<file path="src/logic/rtc_defs.svh">
// offsets, field positions, reset values and timing counts of the rtc interrupt/rate block
`ifndef RTC_DEFS_SVH
`define RTC_DEFS_SVH

// register byte offsets
`define OFF_CTRL_A 8'h00
`define OFF_CTRL_B 8'h04
`define OFF_FLAGS 8'h08
`define OFF_ALARM 8'h0C
`define OFF_TIME 8'h10

// control a fields
`define A_RATE 3:0
`define A_OSC 6:4
`define A_UIP 7

// control b fields
`define B_SET 7
`define B_PIE 6
`define B_AIE 5
`define B_UIE 4
`define B_SQUARE_WAVE_ENABLE 3

// flag register fields
`define F_ANY 7
`define F_SRC 6:4
`define F_LOW 3:0

// byte lanes of the time and alarm words
`define TOD_BITS 23:0
`define BYTE_DONT_CARE 7:6

// reset values and field codes
`define RATE_RESET 4'h0
`define OSC_RESET 3'b010
`define OSC_RUN_CODE 3'b010
`define OSC_HOLD_CODE 2'b11
`define DONT_CARE_CODE 2'b11

// time base and divider chain
`define CLK_HZ 100000000
`define TB_HZ 32768
`define DIV_STAGES 15
`define PRE_UPDATE_US 244
`define US_PER_S 1000000
`define PRE_UPDATE_TICKS ((`PRE_UPDATE_US * `TB_HZ + `US_PER_S - 1) / `US_PER_S)

// divider taps for the rate codes that alias slower codes, and the offset of the rest
`define TAP_CODE1 6
`define TAP_CODE2 7
`define TAP_OFFSET 4'h2

// counter limits (binary)
`define SEC_MAX 8'h3B
`define MIN_MAX 8'h3B
`define HR_MAX 8'h17

`endif

</file>
<file path="src/logic/rtc_pkg.sv">
// types shared by the rtc interrupt/rate block
package rtc_pkg;

  typedef struct packed {
    logic psel;
    logic penable;
    logic pwrite;
    logic [7:0] paddr;
    logic [31:0] pwdata;
  } apb_req_t;

  typedef struct packed {
    logic pready;
    logic pslverr;
    logic [31:0] prdata;
  } apb_rsp_t;

  typedef struct packed {
    logic [7:0] hours;
    logic [7:0] minutes;
    logic [7:0] seconds;
  } tod_t;

  typedef struct packed {
    logic periodic;
    logic alarm;
    logic update;
  } flags_t;

  typedef enum logic [1:0] {
    OSC_STOP = 2'b00,
    OSC_RUN = 2'b01,
    OSC_HOLD = 2'b10
  } osc_mode_t;

endpackage : rtc_pkg

</file>
<file path="src/logic/rtc_irq_rate.sv">
// rtc interrupt, periodic rate, square wave, oscillator control and update cycle
// Notes on behaviour
// - enable bit zero keeps source off irq
// - enabling a set flag raises irq at once
// - flags set on events regardless of enables
// - flag register read clears all flags
// - flags frozen during read, late events held
// - irq low while any flag&enable pair set
// - bit 7 reads one exactly while irq low
// - one rate field drives periodic and square
// - oscillator code 010 runs the chain
// - code 11x holds chain, others stop oscillator
// - selected tap on pin only when enabled
// - rate codes map to documented tap periods
// - update cycle every second, set bit ignored
// - set freezes user copy, internal copy advances
// - alarm when all three bytes match/don't-care
// - update-ended flag after every update
// - update flag high 244 us before transfer
// - update flag rises between periodic flag settings
// - set written high clears update-ended enable
// - reset clears periodic, alarm, update flags
// - flag bits 0 to 3 read zero
//
// Decided for this implementation: the APB interface to the registers and the register offsets.
`timescale 1ns/1ps
`include "rtc_defs.svh"

module rtc_irq_rate #(
  parameter int unsigned CLK_HZ = `CLK_HZ,
  parameter int unsigned TB_HZ = `TB_HZ
) (
  // clock and reset
  input wire logic clk,
  input wire logic resetn,
  // apb slave
  input wire rtc_pkg::apb_req_t apb_req,
  output rtc_pkg::apb_rsp_t apb_rsp,
  // device pins
  output logic irq_n,
  output logic square_wave_out
);
  import rtc_pkg::*;

  localparam int unsigned DW = `DIV_STAGES;
  // update_in_progress rises at this divider count, PRE_UPDATE_TICKS ticks before the divider wraps
  localparam logic [DW-1:0] UIP_AT = DW'((1 << DW) - `PRE_UPDATE_TICKS);

  // 010 runs the chain; 11x runs the oscillator but holds the chain
  function automatic osc_mode_t osc_decode(input logic [2:0] f);
    if (f == `OSC_RUN_CODE) begin
      return OSC_RUN;
    end else if (f[2:1] == `OSC_HOLD_CODE) begin
      return OSC_HOLD;
    end
    return OSC_STOP;
  endfunction : osc_decode

  function automatic logic [7:0] wrap_inc(input logic [7:0] v, input logic [7:0] max);
    return (v >= max) ? 8'h00 : 8'(v + 8'h01);
  endfunction : wrap_inc

  // an alarm byte with its top two bits set matches any value
  function automatic logic byte_hit(input logic [7:0] a, input logic [7:0] t);
    return (a[`BYTE_DONT_CARE] == `DONT_CARE_CODE) || (a == t);
  endfunction : byte_hit

  // code n >= 3 picks stage n-2; codes 1 and 2 alias codes 8 and 9
  function automatic logic tap_of(input logic [3:0] rate, input logic [DW-1:0] cnt);
    logic t;
    t = 1'b0;
    case (rate)
      4'h0: t = 1'b0;
      4'h1: t = cnt[`TAP_CODE1];
      4'h2: t = cnt[`TAP_CODE2];
      default: t = cnt[4'(rate - `TAP_OFFSET)];
    endcase
    return t;
  endfunction : tap_of

  // ---------------- apb decode ----------------
  logic setup;
  logic done;
  logic wr;
  logic rd;
  // unmapped offsets answer with pslverr and read as zero
  logic hit;
  assign setup = apb_req.psel & ~apb_req.penable;
  assign done = apb_req.psel & apb_req.penable & apb_rsp.pready;
  assign wr = done & apb_req.pwrite;
  assign rd = done & ~apb_req.pwrite;

  always_comb begin
    case (apb_req.paddr)
      `OFF_CTRL_A, `OFF_CTRL_B, `OFF_FLAGS, `OFF_ALARM, `OFF_TIME: hit = 1'b1;
      default: hit = 1'b0;
    endcase
  end

  // ---------------- control registers ----------------
  logic [3:0] rate_ff, nxt_rate;
  logic [2:0] osc_ff, nxt_osc;
  logic set_ff, nxt_set;
  logic pie_ff, nxt_pie;
  logic aie_ff, nxt_aie;
  logic uie_ff, nxt_uie;
  logic square_wave_enable_ff, nxt_square_wave_enable;

  always_comb begin
    nxt_rate = rate_ff;
    nxt_osc = osc_ff;
    nxt_set = set_ff;
    nxt_pie = pie_ff;
    nxt_aie = aie_ff;
    nxt_uie = uie_ff;
    nxt_square_wave_enable = square_wave_enable_ff;
    if (wr && apb_req.paddr == `OFF_CTRL_A) begin
      nxt_rate = apb_req.pwdata[`A_RATE];
      nxt_osc = apb_req.pwdata[`A_OSC];
    end
    if (wr && apb_req.paddr == `OFF_CTRL_B) begin
      nxt_set = apb_req.pwdata[`B_SET];
      nxt_pie = apb_req.pwdata[`B_PIE];
      nxt_aie = apb_req.pwdata[`B_AIE];
      nxt_square_wave_enable = apb_req.pwdata[`B_SQUARE_WAVE_ENABLE];
      // a set write wins over a simultaneous update-ended enable write
      nxt_uie = apb_req.pwdata[`B_UIE] & ~apb_req.pwdata[`B_SET];
    end
  end

  always_ff @(posedge clk or negedge resetn) begin
    if (!resetn) begin
      rate_ff <= `RATE_RESET;
      osc_ff <= `OSC_RESET;
      set_ff <= 1'b0;
      pie_ff <= 1'b0;
      aie_ff <= 1'b0;
      uie_ff <= 1'b0;
      square_wave_enable_ff <= 1'b0;
    end else begin
      rate_ff <= nxt_rate;
      osc_ff <= nxt_osc;
      set_ff <= nxt_set;
      pie_ff <= nxt_pie;
      aie_ff <= nxt_aie;
      uie_ff <= nxt_uie;
      square_wave_enable_ff <= nxt_square_wave_enable;
    end
  end

  // ---------------- time base and divider chain ----------------
  // fractional accumulator: no integer ratio exists between 100 MHz and 32.768 kHz,
  // so ticks jitter by one clock but the long-run rate is exact
  logic [31:0] acc_ff, nxt_acc;
  logic [32:0] acc_sum;
  logic [DW-1:0] div_ff, nxt_div;
  logic uip_ff, nxt_uip;
  logic tap_prev_ff, nxt_tap_prev;
  logic sqw_ff, nxt_sqw;
  logic tick;
  logic update;
  logic tap;
  logic pf_ev;
  osc_mode_t mode;

  always_comb begin
    mode = osc_decode(osc_ff);
    acc_sum = {1'b0, acc_ff} + 33'(TB_HZ);
    tick = 1'b0;
    nxt_acc = acc_ff;
    if (mode != OSC_STOP) begin
      if (acc_sum >= 33'(CLK_HZ)) begin
        tick = 1'b1;
        nxt_acc = 32'(acc_sum - 33'(CLK_HZ));
      end else begin
        nxt_acc = acc_sum[31:0];
      end
    end
    nxt_div = div_ff;
    nxt_uip = uip_ff;
    update = 1'b0;
    // a stopped or held chain restarts from zero, so the first second is whole
    if (mode != OSC_RUN) begin
      nxt_div = '0;
      nxt_uip = 1'b0;
    end else if (tick) begin
      nxt_div = DW'(div_ff + 1'b1);
      if (div_ff == DW'(UIP_AT - 1'b1)) begin
        nxt_uip = 1'b1;
      end
      if (&div_ff) begin
        update = 1'b1;
        nxt_uip = 1'b0;
      end
    end
    tap = tap_of(rate_ff, div_ff);
    nxt_tap_prev = tap;
    // rising edge of the tap; a rate change can add one spurious event
    pf_ev = tap & ~tap_prev_ff;
    nxt_sqw = tap & square_wave_enable_ff;
  end

  always_ff @(posedge clk or negedge resetn) begin
    if (!resetn) begin
      acc_ff <= '0;
      div_ff <= '0;
      uip_ff <= 1'b0;
      tap_prev_ff <= 1'b0;
      sqw_ff <= 1'b0;
    end else begin
      acc_ff <= nxt_acc;
      div_ff <= nxt_div;
      uip_ff <= nxt_uip;
      tap_prev_ff <= nxt_tap_prev;
      sqw_ff <= nxt_sqw;
    end
  end

  // ---------------- time of day and alarm ----------------
  tod_t tod_int_ff, nxt_tod_int;
  tod_t tod_usr_ff, nxt_tod_usr;
  tod_t alarm_ff, nxt_alarm;
  logic al_ev;

  always_comb begin
    nxt_tod_int = tod_int_ff;
    nxt_tod_usr = tod_usr_ff;
    nxt_alarm = alarm_ff;
    al_ev = 1'b0;
    if (update) begin
      nxt_tod_int.seconds = wrap_inc(tod_int_ff.seconds, `SEC_MAX);
      if (tod_int_ff.seconds >= `SEC_MAX) begin
        nxt_tod_int.minutes = wrap_inc(tod_int_ff.minutes, `MIN_MAX);
        if (tod_int_ff.minutes >= `MIN_MAX) begin
          nxt_tod_int.hours = wrap_inc(tod_int_ff.hours, `HR_MAX);
        end
      end
      if (!set_ff) begin
        nxt_tod_usr = nxt_tod_int;
      end
      al_ev = byte_hit(alarm_ff.seconds, nxt_tod_int.seconds)
            & byte_hit(alarm_ff.minutes, nxt_tod_int.minutes)
            & byte_hit(alarm_ff.hours, nxt_tod_int.hours);
    end
    // a host write loads both copies and wins over a same-cycle update
    if (wr && apb_req.paddr == `OFF_TIME) begin
      nxt_tod_int = apb_req.pwdata[`TOD_BITS];
      nxt_tod_usr = apb_req.pwdata[`TOD_BITS];
    end
    if (wr && apb_req.paddr == `OFF_ALARM) begin
      nxt_alarm = apb_req.pwdata[`TOD_BITS];
    end
  end

  always_ff @(posedge clk or negedge resetn) begin
    if (!resetn) begin
      tod_int_ff <= '0;
      tod_usr_ff <= '0;
      alarm_ff <= '0;
    end else begin
      tod_int_ff <= nxt_tod_int;
      tod_usr_ff <= nxt_tod_usr;
      alarm_ff <= nxt_alarm;
    end
  end

  // ---------------- flags and interrupt request ----------------
  // the flag snapshot is taken into prdata at the setup edge; from then until the
  // access edge new events go to a pending copy and land after the clear
  flags_t flags_ff, nxt_flags;
  flags_t pend_ff, nxt_pend;
  flags_t ev;
  logic busy_ff, nxt_busy;
  logic irq_n_ff, nxt_irq_n;
  logic flag_setup;
  logic irq_on;

  always_comb begin
    ev = '{periodic: pf_ev, alarm: al_ev, update: update};
    flag_setup = setup & ~apb_req.pwrite & (apb_req.paddr == `OFF_FLAGS);
    nxt_flags = flags_ff;
    nxt_pend = pend_ff;
    nxt_busy = busy_ff;
    // set wins: an event in the clearing cycle lands after the clear
    if (rd && busy_ff) begin
      nxt_flags = pend_ff | ev;
      nxt_pend = '0;
      nxt_busy = 1'b0;
    end else if (busy_ff || flag_setup) begin
      nxt_pend = pend_ff | ev;
      nxt_busy = 1'b1;
    end else begin
      nxt_flags = flags_ff | ev;
    end
    // next-state terms, so irq_n follows an enable write at the same edge as the enable register
    irq_on = (nxt_flags.periodic & nxt_pie)
           | (nxt_flags.alarm & nxt_aie)
           | (nxt_flags.update & nxt_uie);
    nxt_irq_n = ~irq_on;
  end

  always_ff @(posedge clk or negedge resetn) begin
    if (!resetn) begin
      flags_ff <= '0;
      pend_ff <= '0;
      busy_ff <= 1'b0;
      irq_n_ff <= 1'b1;
    end else begin
      flags_ff <= nxt_flags;
      pend_ff <= nxt_pend;
      busy_ff <= nxt_busy;
      irq_n_ff <= nxt_irq_n;
    end
  end

  // ---------------- apb response ----------------
  // no wait state: read data is registered at the setup edge, so prdata is a flop
  apb_rsp_t rsp_ff, nxt_rsp;
  logic [31:0] rmux;

  always_comb begin
    rmux = '0;
    case (apb_req.paddr)
      `OFF_CTRL_A: begin
        rmux[`A_RATE] = rate_ff;
        rmux[`A_OSC] = osc_ff;
        rmux[`A_UIP] = uip_ff;
      end
      `OFF_CTRL_B: begin
        rmux[`B_SET] = set_ff;
        rmux[`B_PIE] = pie_ff;
        rmux[`B_AIE] = aie_ff;
        rmux[`B_UIE] = uie_ff;
        rmux[`B_SQUARE_WAVE_ENABLE] = square_wave_enable_ff;
      end
      `OFF_FLAGS: begin
        rmux[`F_ANY] = ~irq_n_ff;
        rmux[`F_SRC] = flags_ff;
        rmux[`F_LOW] = 4'h0;
      end
      `OFF_ALARM: begin
        rmux[`TOD_BITS] = alarm_ff;
      end
      `OFF_TIME: begin
        rmux[`TOD_BITS] = tod_usr_ff;
      end
      default: begin
        rmux = '0;
      end
    endcase
    nxt_rsp = rsp_ff;
    nxt_rsp.pready = setup;
    if (setup) begin
      nxt_rsp.pslverr = ~hit;
      nxt_rsp.prdata = apb_req.pwrite ? 32'h0000_0000 : rmux;
    end
  end

  always_ff @(posedge clk or negedge resetn) begin
    if (!resetn) begin
      rsp_ff <= '0;
    end else begin
      rsp_ff <= nxt_rsp;
    end
  end

  assign apb_rsp = rsp_ff;
  assign irq_n = irq_n_ff;
  assign square_wave_out = sqw_ff;

endmodule : rtc_irq_rate

</file>
<file path="config.mk">
export PLATFORM = sky130hd
export DESIGN_NAME = rtc_irq_rate
export DESIGN_NICKNAME = d
export VERILOG_FILES = /design/src/logic/rtc_pkg.sv /design/src/logic/rtc_irq_rate.sv
export VERILOG_INCLUDE_DIRS = /design/src /design/src/logic
export SDC_FILE = /design/constraint.sdc
export NUM_CORES = 1
export LEC_CHECK = 0
export ABC_AREA = 0
export BUFFER_PORTS_ARGS = -buffer_cell sky130_fd_sc_hd__buf_2
export CELL_PAD_IN_SITES_DETAIL_PLACEMENT = 0
export CELL_PAD_IN_SITES_GLOBAL_PLACEMENT = 1
export CORE_MARGIN = 10
export CORE_UTILIZATION = 45
export DETAILED_ROUTE_END_ITERATION = 7
export PLACE_DENSITY = 0.87
export SLEW_MARGIN = 20
export SYNTH_ARGS = -nofsm -noshare
export SYNTH_HDL_FRONTEND = slang
export SYNTH_SLANG_ARGS = --single-unit
</file>
<file path="constraint.sdc">
create_clock -name clk -period 5.2 [get_ports clk]
set_clock_uncertainty 0.15 [all_clocks]
set_input_delay 0 -clock clk [delete_from_list [all_inputs] [get_ports clk]]
set_output_delay 0 -clock clk [all_outputs]
set_load 0.02 [all_outputs]
</file>
After elaboration in Yosys (flattened, before gate mapping)
Cells that the tools add are included.
{ "word_totals": {"reg_bits": 176, "latchBits": 0, "mem_bits_rw": 0, "mem_bits_ro": 0, "output_inout_bits": 36, "word_cells": 153, "memories": 0} }
{ "classes": {"n_addsub": 7, "mul": 0, "div_mod_pow": 0, "order_cmp": 5, "n_eq_ne": 17, "shift": 0, "mux": 46, "bitwise_logic": 26, "reduce_logical": 20} }
{ "ops": {"columns": ["op", "count"], "rows": [
  ["$mux 24", 6],
  ["$add 32x16->33 const B", 1],
  ["$ge 33x27->1 const B", 1],
  ["$mux 16", 2],
  ["$mux 32", 1],
  ["$mux 8", 4],
  ["$pmux 16 s2", 1],
  ["$sub 32x27->32 const B", 1],
  ["$mux 15", 2],
  ["$pmux 5 s5", 1],
  ["$add 8x1->8 const B", 3],
  ["$eq 8x8->1", 3],
  ["$mux 1", 19],
  ["$eq 8x4->1 const B", 2],
  ["$ge 8x6->1 const B", 2],
  ["$add 15x1->15 const B", 1],
  ["$and 1x1->1", 15],
  ["$eq 15x15->1 const B", 1],
  ["$reduce_and 15->1", 1],
  ["$mux 3", 4],
  ["$pmux 3 s3", 1],
  ["$eq 2x2->1 const B", 4],
  ["$eq 8x3->1 const B", 1],
  ["$eq 8x5->1 const B", 1],
  ["other kinds (21)", 43]
]} }

Depth between registers and ports, before layout
{ "depth": {"word_depth": 21, "ltp_mapped": 13, "ltp_nobuf": 11} }

Least setup slack after synthesis
Ideal clock, no wire load.
{ "synth_timing": {"kind": "flip-flop to flip-flop", "from": "register acc_ff[16]", "to": "register tod_int_ff[2] in the netlist's numbering", "setup_time_ps": 134, "t_arrival_ps": 3085, "required_time_ps": 4916, "path_slack_ps": 1831, "path_stages_with_launch": 13, "n_path_buf": 2, "synth_period_minus_slack_ps": 3369, "cell_sequence": "dfrtp_1 ha_1 buf_2 nand2_1 nor4_4 nand4_2 a2111oi_4 a211oi_4 or4b_4 buf_2 o21a_1 a31oi_1 o21ai_0"} }
{ "synth_between": {"elab_chain_len": 7} }
{ "synth_lines": {"columns": ["element", "line", "source"], "rows": [
  ["start, declared", "rtc_irq_rate.sv:154", "logic [31:0] acc_ff, nxt_acc;"],
  ["start signal, assigned", "rtc_irq_rate.sv:211", "acc_ff <= nxt_acc;"],
  ["$add 32x16->33", "rtc_irq_rate.sv:168", "acc_sum = {1'b0, acc_ff} + 33'(TB_HZ);"],
  ["$ge 33x27->1", "rtc_irq_rate.sv:172", "if (acc_sum >= 33'(CLK_HZ)) begin"],
  ["$mux 1", "rtc_irq_rate.sv:172", null],
  ["$mux 1", "rtc_irq_rate.sv:171", "if (mode != OSC_STOP) begin"],
  ["$mux 1", "rtc_irq_rate.sv:186", "end else if (tick) begin"],
  ["$mux 1", "rtc_irq_rate.sv:183", "if (mode != OSC_RUN) begin"],
  ["$reduce_bool 2->1 (no source line)", null, null],
  ["end signal, assigned", "rtc_irq_rate.sv:261", "tod_int_ff <= nxt_tod_int;"],
  ["end, declared", "rtc_irq_rate.sv:220", "tod_t tod_int_ff, nxt_tod_int;"]
]} }
No other way between the ends.
A chain may end at the register's enable or synchronous reset.

Worst setup path after layout
{ "layout_timing": {"from": "register tod_int_ff[0] in the netlist's numbering", "to": "register irq_n_ff, in the netlist irq_n"} }
{ "layout_between": {"elab_chain_len": 15, "word_cells_on_any_way": 22, "cone_classes": "add/sub: 1; order compare: 1; eq/ne: 3; mux: 6; bitwise: 8; reduce/logical: 3"} }
{ "layout_lines": {"columns": ["element", "line", "source"], "rows": [
  ["$ge 8x6->1", "rtc_irq_rate.sv:60", "return (v >= max) ? 8'h00 : 8'(v + 8'h01);"],
  ["$mux 16", "rtc_irq_rate.sv:232", "if (tod_int_ff.seconds >= `SEC_MAX) begin"],
  ["$mux 16", "rtc_irq_rate.sv:230", "if (update) begin"],
  ["$eq 8x8->1", "rtc_irq_rate.sv:65", "return (a[`BYTE_DONT_CARE] == `DONT_CARE_CODE) || (a == t);"],
  ["$logic_or 1x1->1", "rtc_irq_rate.sv:65", null],
  ["$and 1x1->1", "rtc_irq_rate.sv:242", "& byte_hit(alarm_ff.minutes, nxt_tod_int.minutes)"],
  ["$and 1x1->1 (*)", "rtc_irq_rate.sv:243", "& byte_hit(alarm_ff.hours, nxt_tod_int.hours);"],
  ["$mux 1 (*)", "rtc_irq_rate.sv:230", null],
  ["$or 3x3->3", "rtc_irq_rate.sv:293", "nxt_flags = flags_ff | ev;"],
  ["$mux 3", "rtc_irq_rate.sv:289", "end else if (busy_ff || flag_setup) begin"],
  ["$mux 3 (*)", "rtc_irq_rate.sv:285", "if (rd && busy_ff) begin"],
  ["$and 1x1->1 (*)", "rtc_irq_rate.sv:297", "| (nxt_flags.alarm & nxt_aie)"],
  ["$or 1x1->1 (*)", "rtc_irq_rate.sv:297", null],
  ["$or 1x1->1 (*)", "rtc_irq_rate.sv:298", "| (nxt_flags.update & nxt_uie);"],
  ["$not 1->1 (*)", "rtc_irq_rate.sv:299", "nxt_irq_n = ~irq_on;"],
  ["net nxt_irq_n", "rtc_irq_rate.sv:274", "logic irq_n_ff, nxt_irq_n;"],
  ["end signal, assigned", "rtc_irq_rate.sv:312", "irq_n_ff <= nxt_irq_n;"],
  ["end, declared", "rtc_irq_rate.sv:274", null]
]} }
Mark *: on every way through the listed nets, which the timed path passes. The rest lies on a longest branch. The select of a mux whose other input is x is not followed.

==> flow_results.org <==
** Timing
- Based on the critical path, the design can be clocked at up to 0.2374 GHz.
- Adding up every negative setup slack in the final design gives 0 ns.
- Worst-Margin Slew :: 0.9815 ns
- Setup repair after global routing left no endpoint under its margin.
- Fraction of the cycle the final worst path needs :: 81.02%
- The final count of pins violating max slew came to 0.
- Headroom to the max-slew limit came out at 34.57%.
- Final hold violation count :: 0
- Clock period minus worst slack :: 4.213 ns
- Setup violators final :: 0

** Placed design
- The placed instances occupy a cell area of 0.009490 sq mm.
- Final RePlAce weighted congestion :: 0.8293
- IO buf count :: 64
- HPWL after detailed placement :: 15.39 mm

** Power and ir drop
- Net switching fraction of the power :: 23.14%
- Total power per unit cell area :: 251.6 mW/mm^2
- Across the VDD grid, the largest voltage drop is 264.0 uV.
- Combinational cells account for 3.9% of the total power.
- Sequential share of power :: 47.9%
- Internal power comes to 0.002016 W.
- In this run the power spent charging and discharging nets is 0.0006070 W.
- Clock network fraction of total power :: 48.2%
- In this run the static leakage power is 4.575 nW.

** Critical path
- Type of destination of the critical path :: flop
- The startpoint identified for the worst register-to-register timing path is tod_int_ff[0]$_DFFE_PN0P_.
- Depth of the most critical reg-to-reg path :: 9
- At the worst endpoint, the required time is 5.41 ns.
- Reg2Reg Capture Point :: irq_n$_DFF_PN1_
- Data on the critical path arrives at its endpoint at 4.42 ns.
- The critical path in this run is classified as reg -> reg.
- Max FO, Critical Path :: 19
- STA classifies the critical path startpoint as a flop.
- In this run the register-to-register setup slack is 0.99 ns.

** Drt
- In this run the remaining antenna-violating nets after routing total 0.
- DR DRC count :: 0
- After the first detailed-routing iteration, the DRC count stood at 615.
- Number of vias in the routed layout :: 7309
- In the final routed layout, each cell accounts on average for 16.71 um.
- Summed over all layers, the routed wires come to 21.94 mm.
- Drt via density :: 5.567
- The first detailed-routing pass took 4 iterations.

** CTS
- No sink is reached through more buffers than the 2 on the longest clock path.
- The H-tree was split into 4 levels.
- Num Clock Sinks :: 160
- Number of gates resized after CTS :: 0
- Buffers inserted during clock tree synthesis total 17.
- The number of setup buffers added after CTS is 0.
- Later-pin clock latency in the skew report :: 0.43 ns
- After clock tree synthesis, the clock-pin slew on the worst setup and hold paths is 0.07 ns.
- Clock Root Buffer :: sky130_fd_sc_hd__clkbuf_16
- TritonCTS built the clock tree.

** Floorplanning
- Die Span X :: 161.3 um
- The core region is 0.01953 sq mm.
- Die height :: 161.3 um
- Std cell rows :: 51
- Pin placement for this block handled 81 I/O pins.
- Starting Density :: 46.03%
- The floorplan step defined a die boundary enclosing 0.02603 sq mm.

** Yosys
- Share of synthesized registers carrying an async set or reset :: 100.0%
- Part of the Yosys area used for sequential elements :: 44.57%
- After synthesis the netlist holds a flip-flop and latch count of 160.
- For this run, the leading register cell type out of synthesis is sky130_fd_sc_hd__dfrtp_1.
- Yosys attributes the largest share of cell area to sky130_fd_sc_hd__dfrtp_1, sky130_fd_sc_hd__nand2_1, sky130_fd_sc_hd__o21ai_0, sky130_fd_sc_hd__nor2_1, sky130_fd_sc_hd__mux2_2.
- Number of enable flip-flop cells after synthesis :: 0
- Cell count after synthesis :: 957
- The largest total area in the synthesized netlist belongs to sky130_fd_sc_hd__dfrtp_1.
- Number of different library cells in the post-synthesis netlist :: 77
- Summed over its instances, the top area cell type makes up 43.99% of the synthesized netlist area.
- In this run the mean area of a mapped cell was 9.392 sq um.
- Netlist Area Pre-Place :: 0.008989 sq mm
- Syn. warnings :: 0

** Global route
- Largest net degree at the start of global routing :: 99
- The initial antenna violation count came to 1.
- The first global-routing pass estimated 36.94 mm of wire.
- Number of global-route vias before repair :: 7118
- For this run, the total global-route usage over all layers was measured as 16.96%.
- GRT overflow :: 0

** Cells and area
- With fillers left out, the area of the finished cells amounts to 0.01043 sq mm.
- Final net count :: 1089
- Fraction of final layout cells sized beyond drive strength 1 :: 15.19%
- Fill count :: 1806
- Summing all flip-flop and latch instances after layout gives 0.004006 sq mm.
- Relative to the synthesized area, the layout overhead comes to 15.98%.
- Multi-input gate area :: 0.004684 sq mm

** Worst hold path
- Min-Delay Path Class :: in -> async

** Flow run
- Across the run, the number of max-cap violations was 0.

** Run status
- Run status :: completed
## area by class of cell
class,count,area share (%)
clock buffers,18,4.213
clock inverters,14,1.476
flip-flops and latches,160,38.43
multi-input cells,728,44.94
inverters,20,0.7201
well taps,265,3.181
repair buffers,107,7.021
diodes,1,0.02400
## kinds of logic after synthesis
kind of cell	count (synthesis)	synth area share, %
xor gates and xnor gates	62	6.041
other	1	0.04172
muxes	58	7.447
and+or+nand+nor	348	18.89
adders and majority gates	11	1.503
buffers and inverters	76	3.772
DFF	160	44.57
AOI/OAI and AO/OA	241	17.73
## metal layers
metal / part of all wire (%) / vias up / GRT usage [%]
li1: - / 3595 / -
met1: 47 / 3551 / 23.38
met2: 47 / 147 / 26.77
met3: 4.7 / 16 / 3.737
met4: 0.75 / 0 / 3.598
met5: 0 / - / 0
## worst max-delay path by stage
stage,endpoint,from
3_5_place_dp,tod_int_ff[10]$_DFFE_PN0P_,acc_ff[18]$_DFFE_PN0P_
4_1_cts,irq_n$_DFF_PN1_,tod_int_ff[0]$_DFFE_PN0P_
3_3_place_gp,irq_n$_DFF_PN1_,tod_int_ff[0]$_DFFE_PN0P_
5_1_grt,tod_int_ff[9]$_DFFE_PN0P_,acc_ff[18]$_DFFE_PN0P_
2_1_floorplan,tod_int_ff[2]$_DFFE_PN0P_,acc_ff[16]$_DFFE_PN0P_
6_report,irq_n$_DFF_PN1_,tod_int_ff[0]$_DFFE_PN0P_
## through the flow
stage	utilization (%)	total power [W]	cells	hold WS, ns	setup WS (ns)
4_1_cts	53.33	0.002648	1312	0.001220	1.007
6_report	53.39	0.002623	1313	0.05735	0.9871
5_1_grt	53.39	0.002715	1313	0.1021	0.6454
3_3_place_gp	48.60	0.001364	1247	-0.002051	1.060
2_1_floorplan	-	0.001316	964	-0.4456	1.831
3_5_place_dp	48.60	0.001366	1247	0.007529	0.9947
## what timing repair did
item	CTS	global route
hold buffers	33	0
endpoints found under the hold margin	191	0
endpoints found under the setup margin	0	0
## power by group through the flow
| stage | clock network [W] | logic, W | registers [W] |
|---|---|---|---|
| 4_1_cts | 0.00129 | 0.000104 | 0.00126 |
| 3_3_place_gp | 0 | 0.0000859 | 0.00128 |
| 5_1_grt | 0.00134 | 0.000116 | 0.00126 |
| 2_1_floorplan | 0 | 0.0000363 | 0.00128 |
| 3_5_place_dp | 0 | 0.0000874 | 0.00128 |
| 6_report | 0.00127 | 0.000102 | 0.00126 |
## worst max-delay path, stage by stage, from the launching register on
cell and delay [ns]:
sky130_fd_sc_hd__dfrtp_1 0.45, sky130_fd_sc_hd__ha_1 0.31, sky130_fd_sc_hd__o2111ai_1 0.30, sky130_fd_sc_hd__a22o_1 0.57, sky130_fd_sc_hd__o41ai_1 0.74, sky130_fd_sc_hd__xnor2_1 0.22, sky130_fd_sc_hd__a41oi_1 0.21, sky130_fd_sc_hd__a2111oi_2 0.66
sky130_fd_sc_hd__a211oi_1 0.18, sky130_fd_sc_hd__o311a_1 0.36
## sequential cells by signal, summed over array words and instances, names as in the netlist, 3 cells and up
signal      flops
alarm_ff       24
flags_ff        3
rate_ff         4
tod_usr_ff     24
div_ff         15
pend_ff         3
tod_int_ff     24
osc_ff          3
apb_rsp        26
acc_ff         24
## cell usage after synthesis, types with 4 or more instances
cell and n:
sky130_fd_sc_hd__dfrtp_1 158, sky130_fd_sc_hd__nand2_1 109, sky130_fd_sc_hd__nor2_1 96, sky130_fd_sc_hd__o21ai_0 79, sky130_fd_sc_hd__a21oi_1 43, sky130_fd_sc_hd__xnor2_1 39, sky130_fd_sc_hd__clkbuf_1 35, sky130_fd_sc_hd__nand3_1 34
sky130_fd_sc_hd__mux2_2 31, sky130_fd_sc_hd__mux2i_1 23, sky130_fd_sc_hd__xor2_1 23, sky130_fd_sc_hd__nor3_1 21, sky130_fd_sc_hd__a22oi_1 20, sky130_fd_sc_hd__inv_1 20, sky130_fd_sc_hd__a31oi_1 16, sky130_fd_sc_hd__and2_1 12
sky130_fd_sc_hd__a22o_1 11, sky130_fd_sc_hd__buf_4 10, sky130_fd_sc_hd__ha_1 10, sky130_fd_sc_hd__or3_1 10, sky130_fd_sc_hd__and3_1 9, sky130_fd_sc_hd__nor2b_1 9, sky130_fd_sc_hd__nor4_1 8, sky130_fd_sc_hd__buf_2 7
sky130_fd_sc_hd__nand2b_1 7, sky130_fd_sc_hd__nand4_1 6, sky130_fd_sc_hd__o211ai_1 6, sky130_fd_sc_hd__a211oi_1 5, sky130_fd_sc_hd__a21o_1 5, sky130_fd_sc_hd__a221o_1 5, sky130_fd_sc_hd__a32oi_1 5, sky130_fd_sc_hd__nand3b_1 5
sky130_fd_sc_hd__o2111ai_1 5, sky130_fd_sc_hd__o21a_1 5, sky130_fd_sc_hd__mux4_2 4
## cells in the final DEF, fill, tap and decap left out, types with 7 or more instances in the layout
| cell | count |
|---|---|
| sky130_fd_sc_hd__nor3_1 | 21 |
| sky130_fd_sc_hd__clkbuf_16 | 17 |
| sky130_fd_sc_hd__a22o_1 | 11 |
| sky130_fd_sc_hd__inv_1 | 20 |
| sky130_fd_sc_hd__and3_1 | 9 |
| sky130_fd_sc_hd__dlygate4sd3_1 | 33 |
| sky130_fd_sc_hd__nand3_1 | 34 |
| sky130_fd_sc_hd__xor2_1 | 23 |
| sky130_fd_sc_hd__a22oi_1 | 20 |
| sky130_fd_sc_hd__xnor2_1 | 39 |
| sky130_fd_sc_hd__ha_1 | 10 |
| sky130_fd_sc_hd__conb_1 | 8 |
| sky130_fd_sc_hd__nand2_1 | 109 |
| sky130_fd_sc_hd__buf_4 | 10 |
| sky130_fd_sc_hd__and2_1 | 12 |
| sky130_fd_sc_hd__a31oi_1 | 16 |
| sky130_fd_sc_hd__mux2i_1 | 23 |
| sky130_fd_sc_hd__dfrtp_1 | 158 |
| sky130_fd_sc_hd__nor2_1 | 96 |
| sky130_fd_sc_hd__o21ai_0 | 79 |
| sky130_fd_sc_hd__buf_2 | 63 |
| sky130_fd_sc_hd__nor4_1 | 7 |
| sky130_fd_sc_hd__nor2b_1 | 9 |
| sky130_fd_sc_hd__mux2_2 | 31 |
| sky130_fd_sc_hd__a21oi_1 | 43 |
| sky130_fd_sc_hd__nand2b_1 | 7 |
| sky130_fd_sc_hd__or3_1 | 10 |
Power figures use the tool's default switching activity.
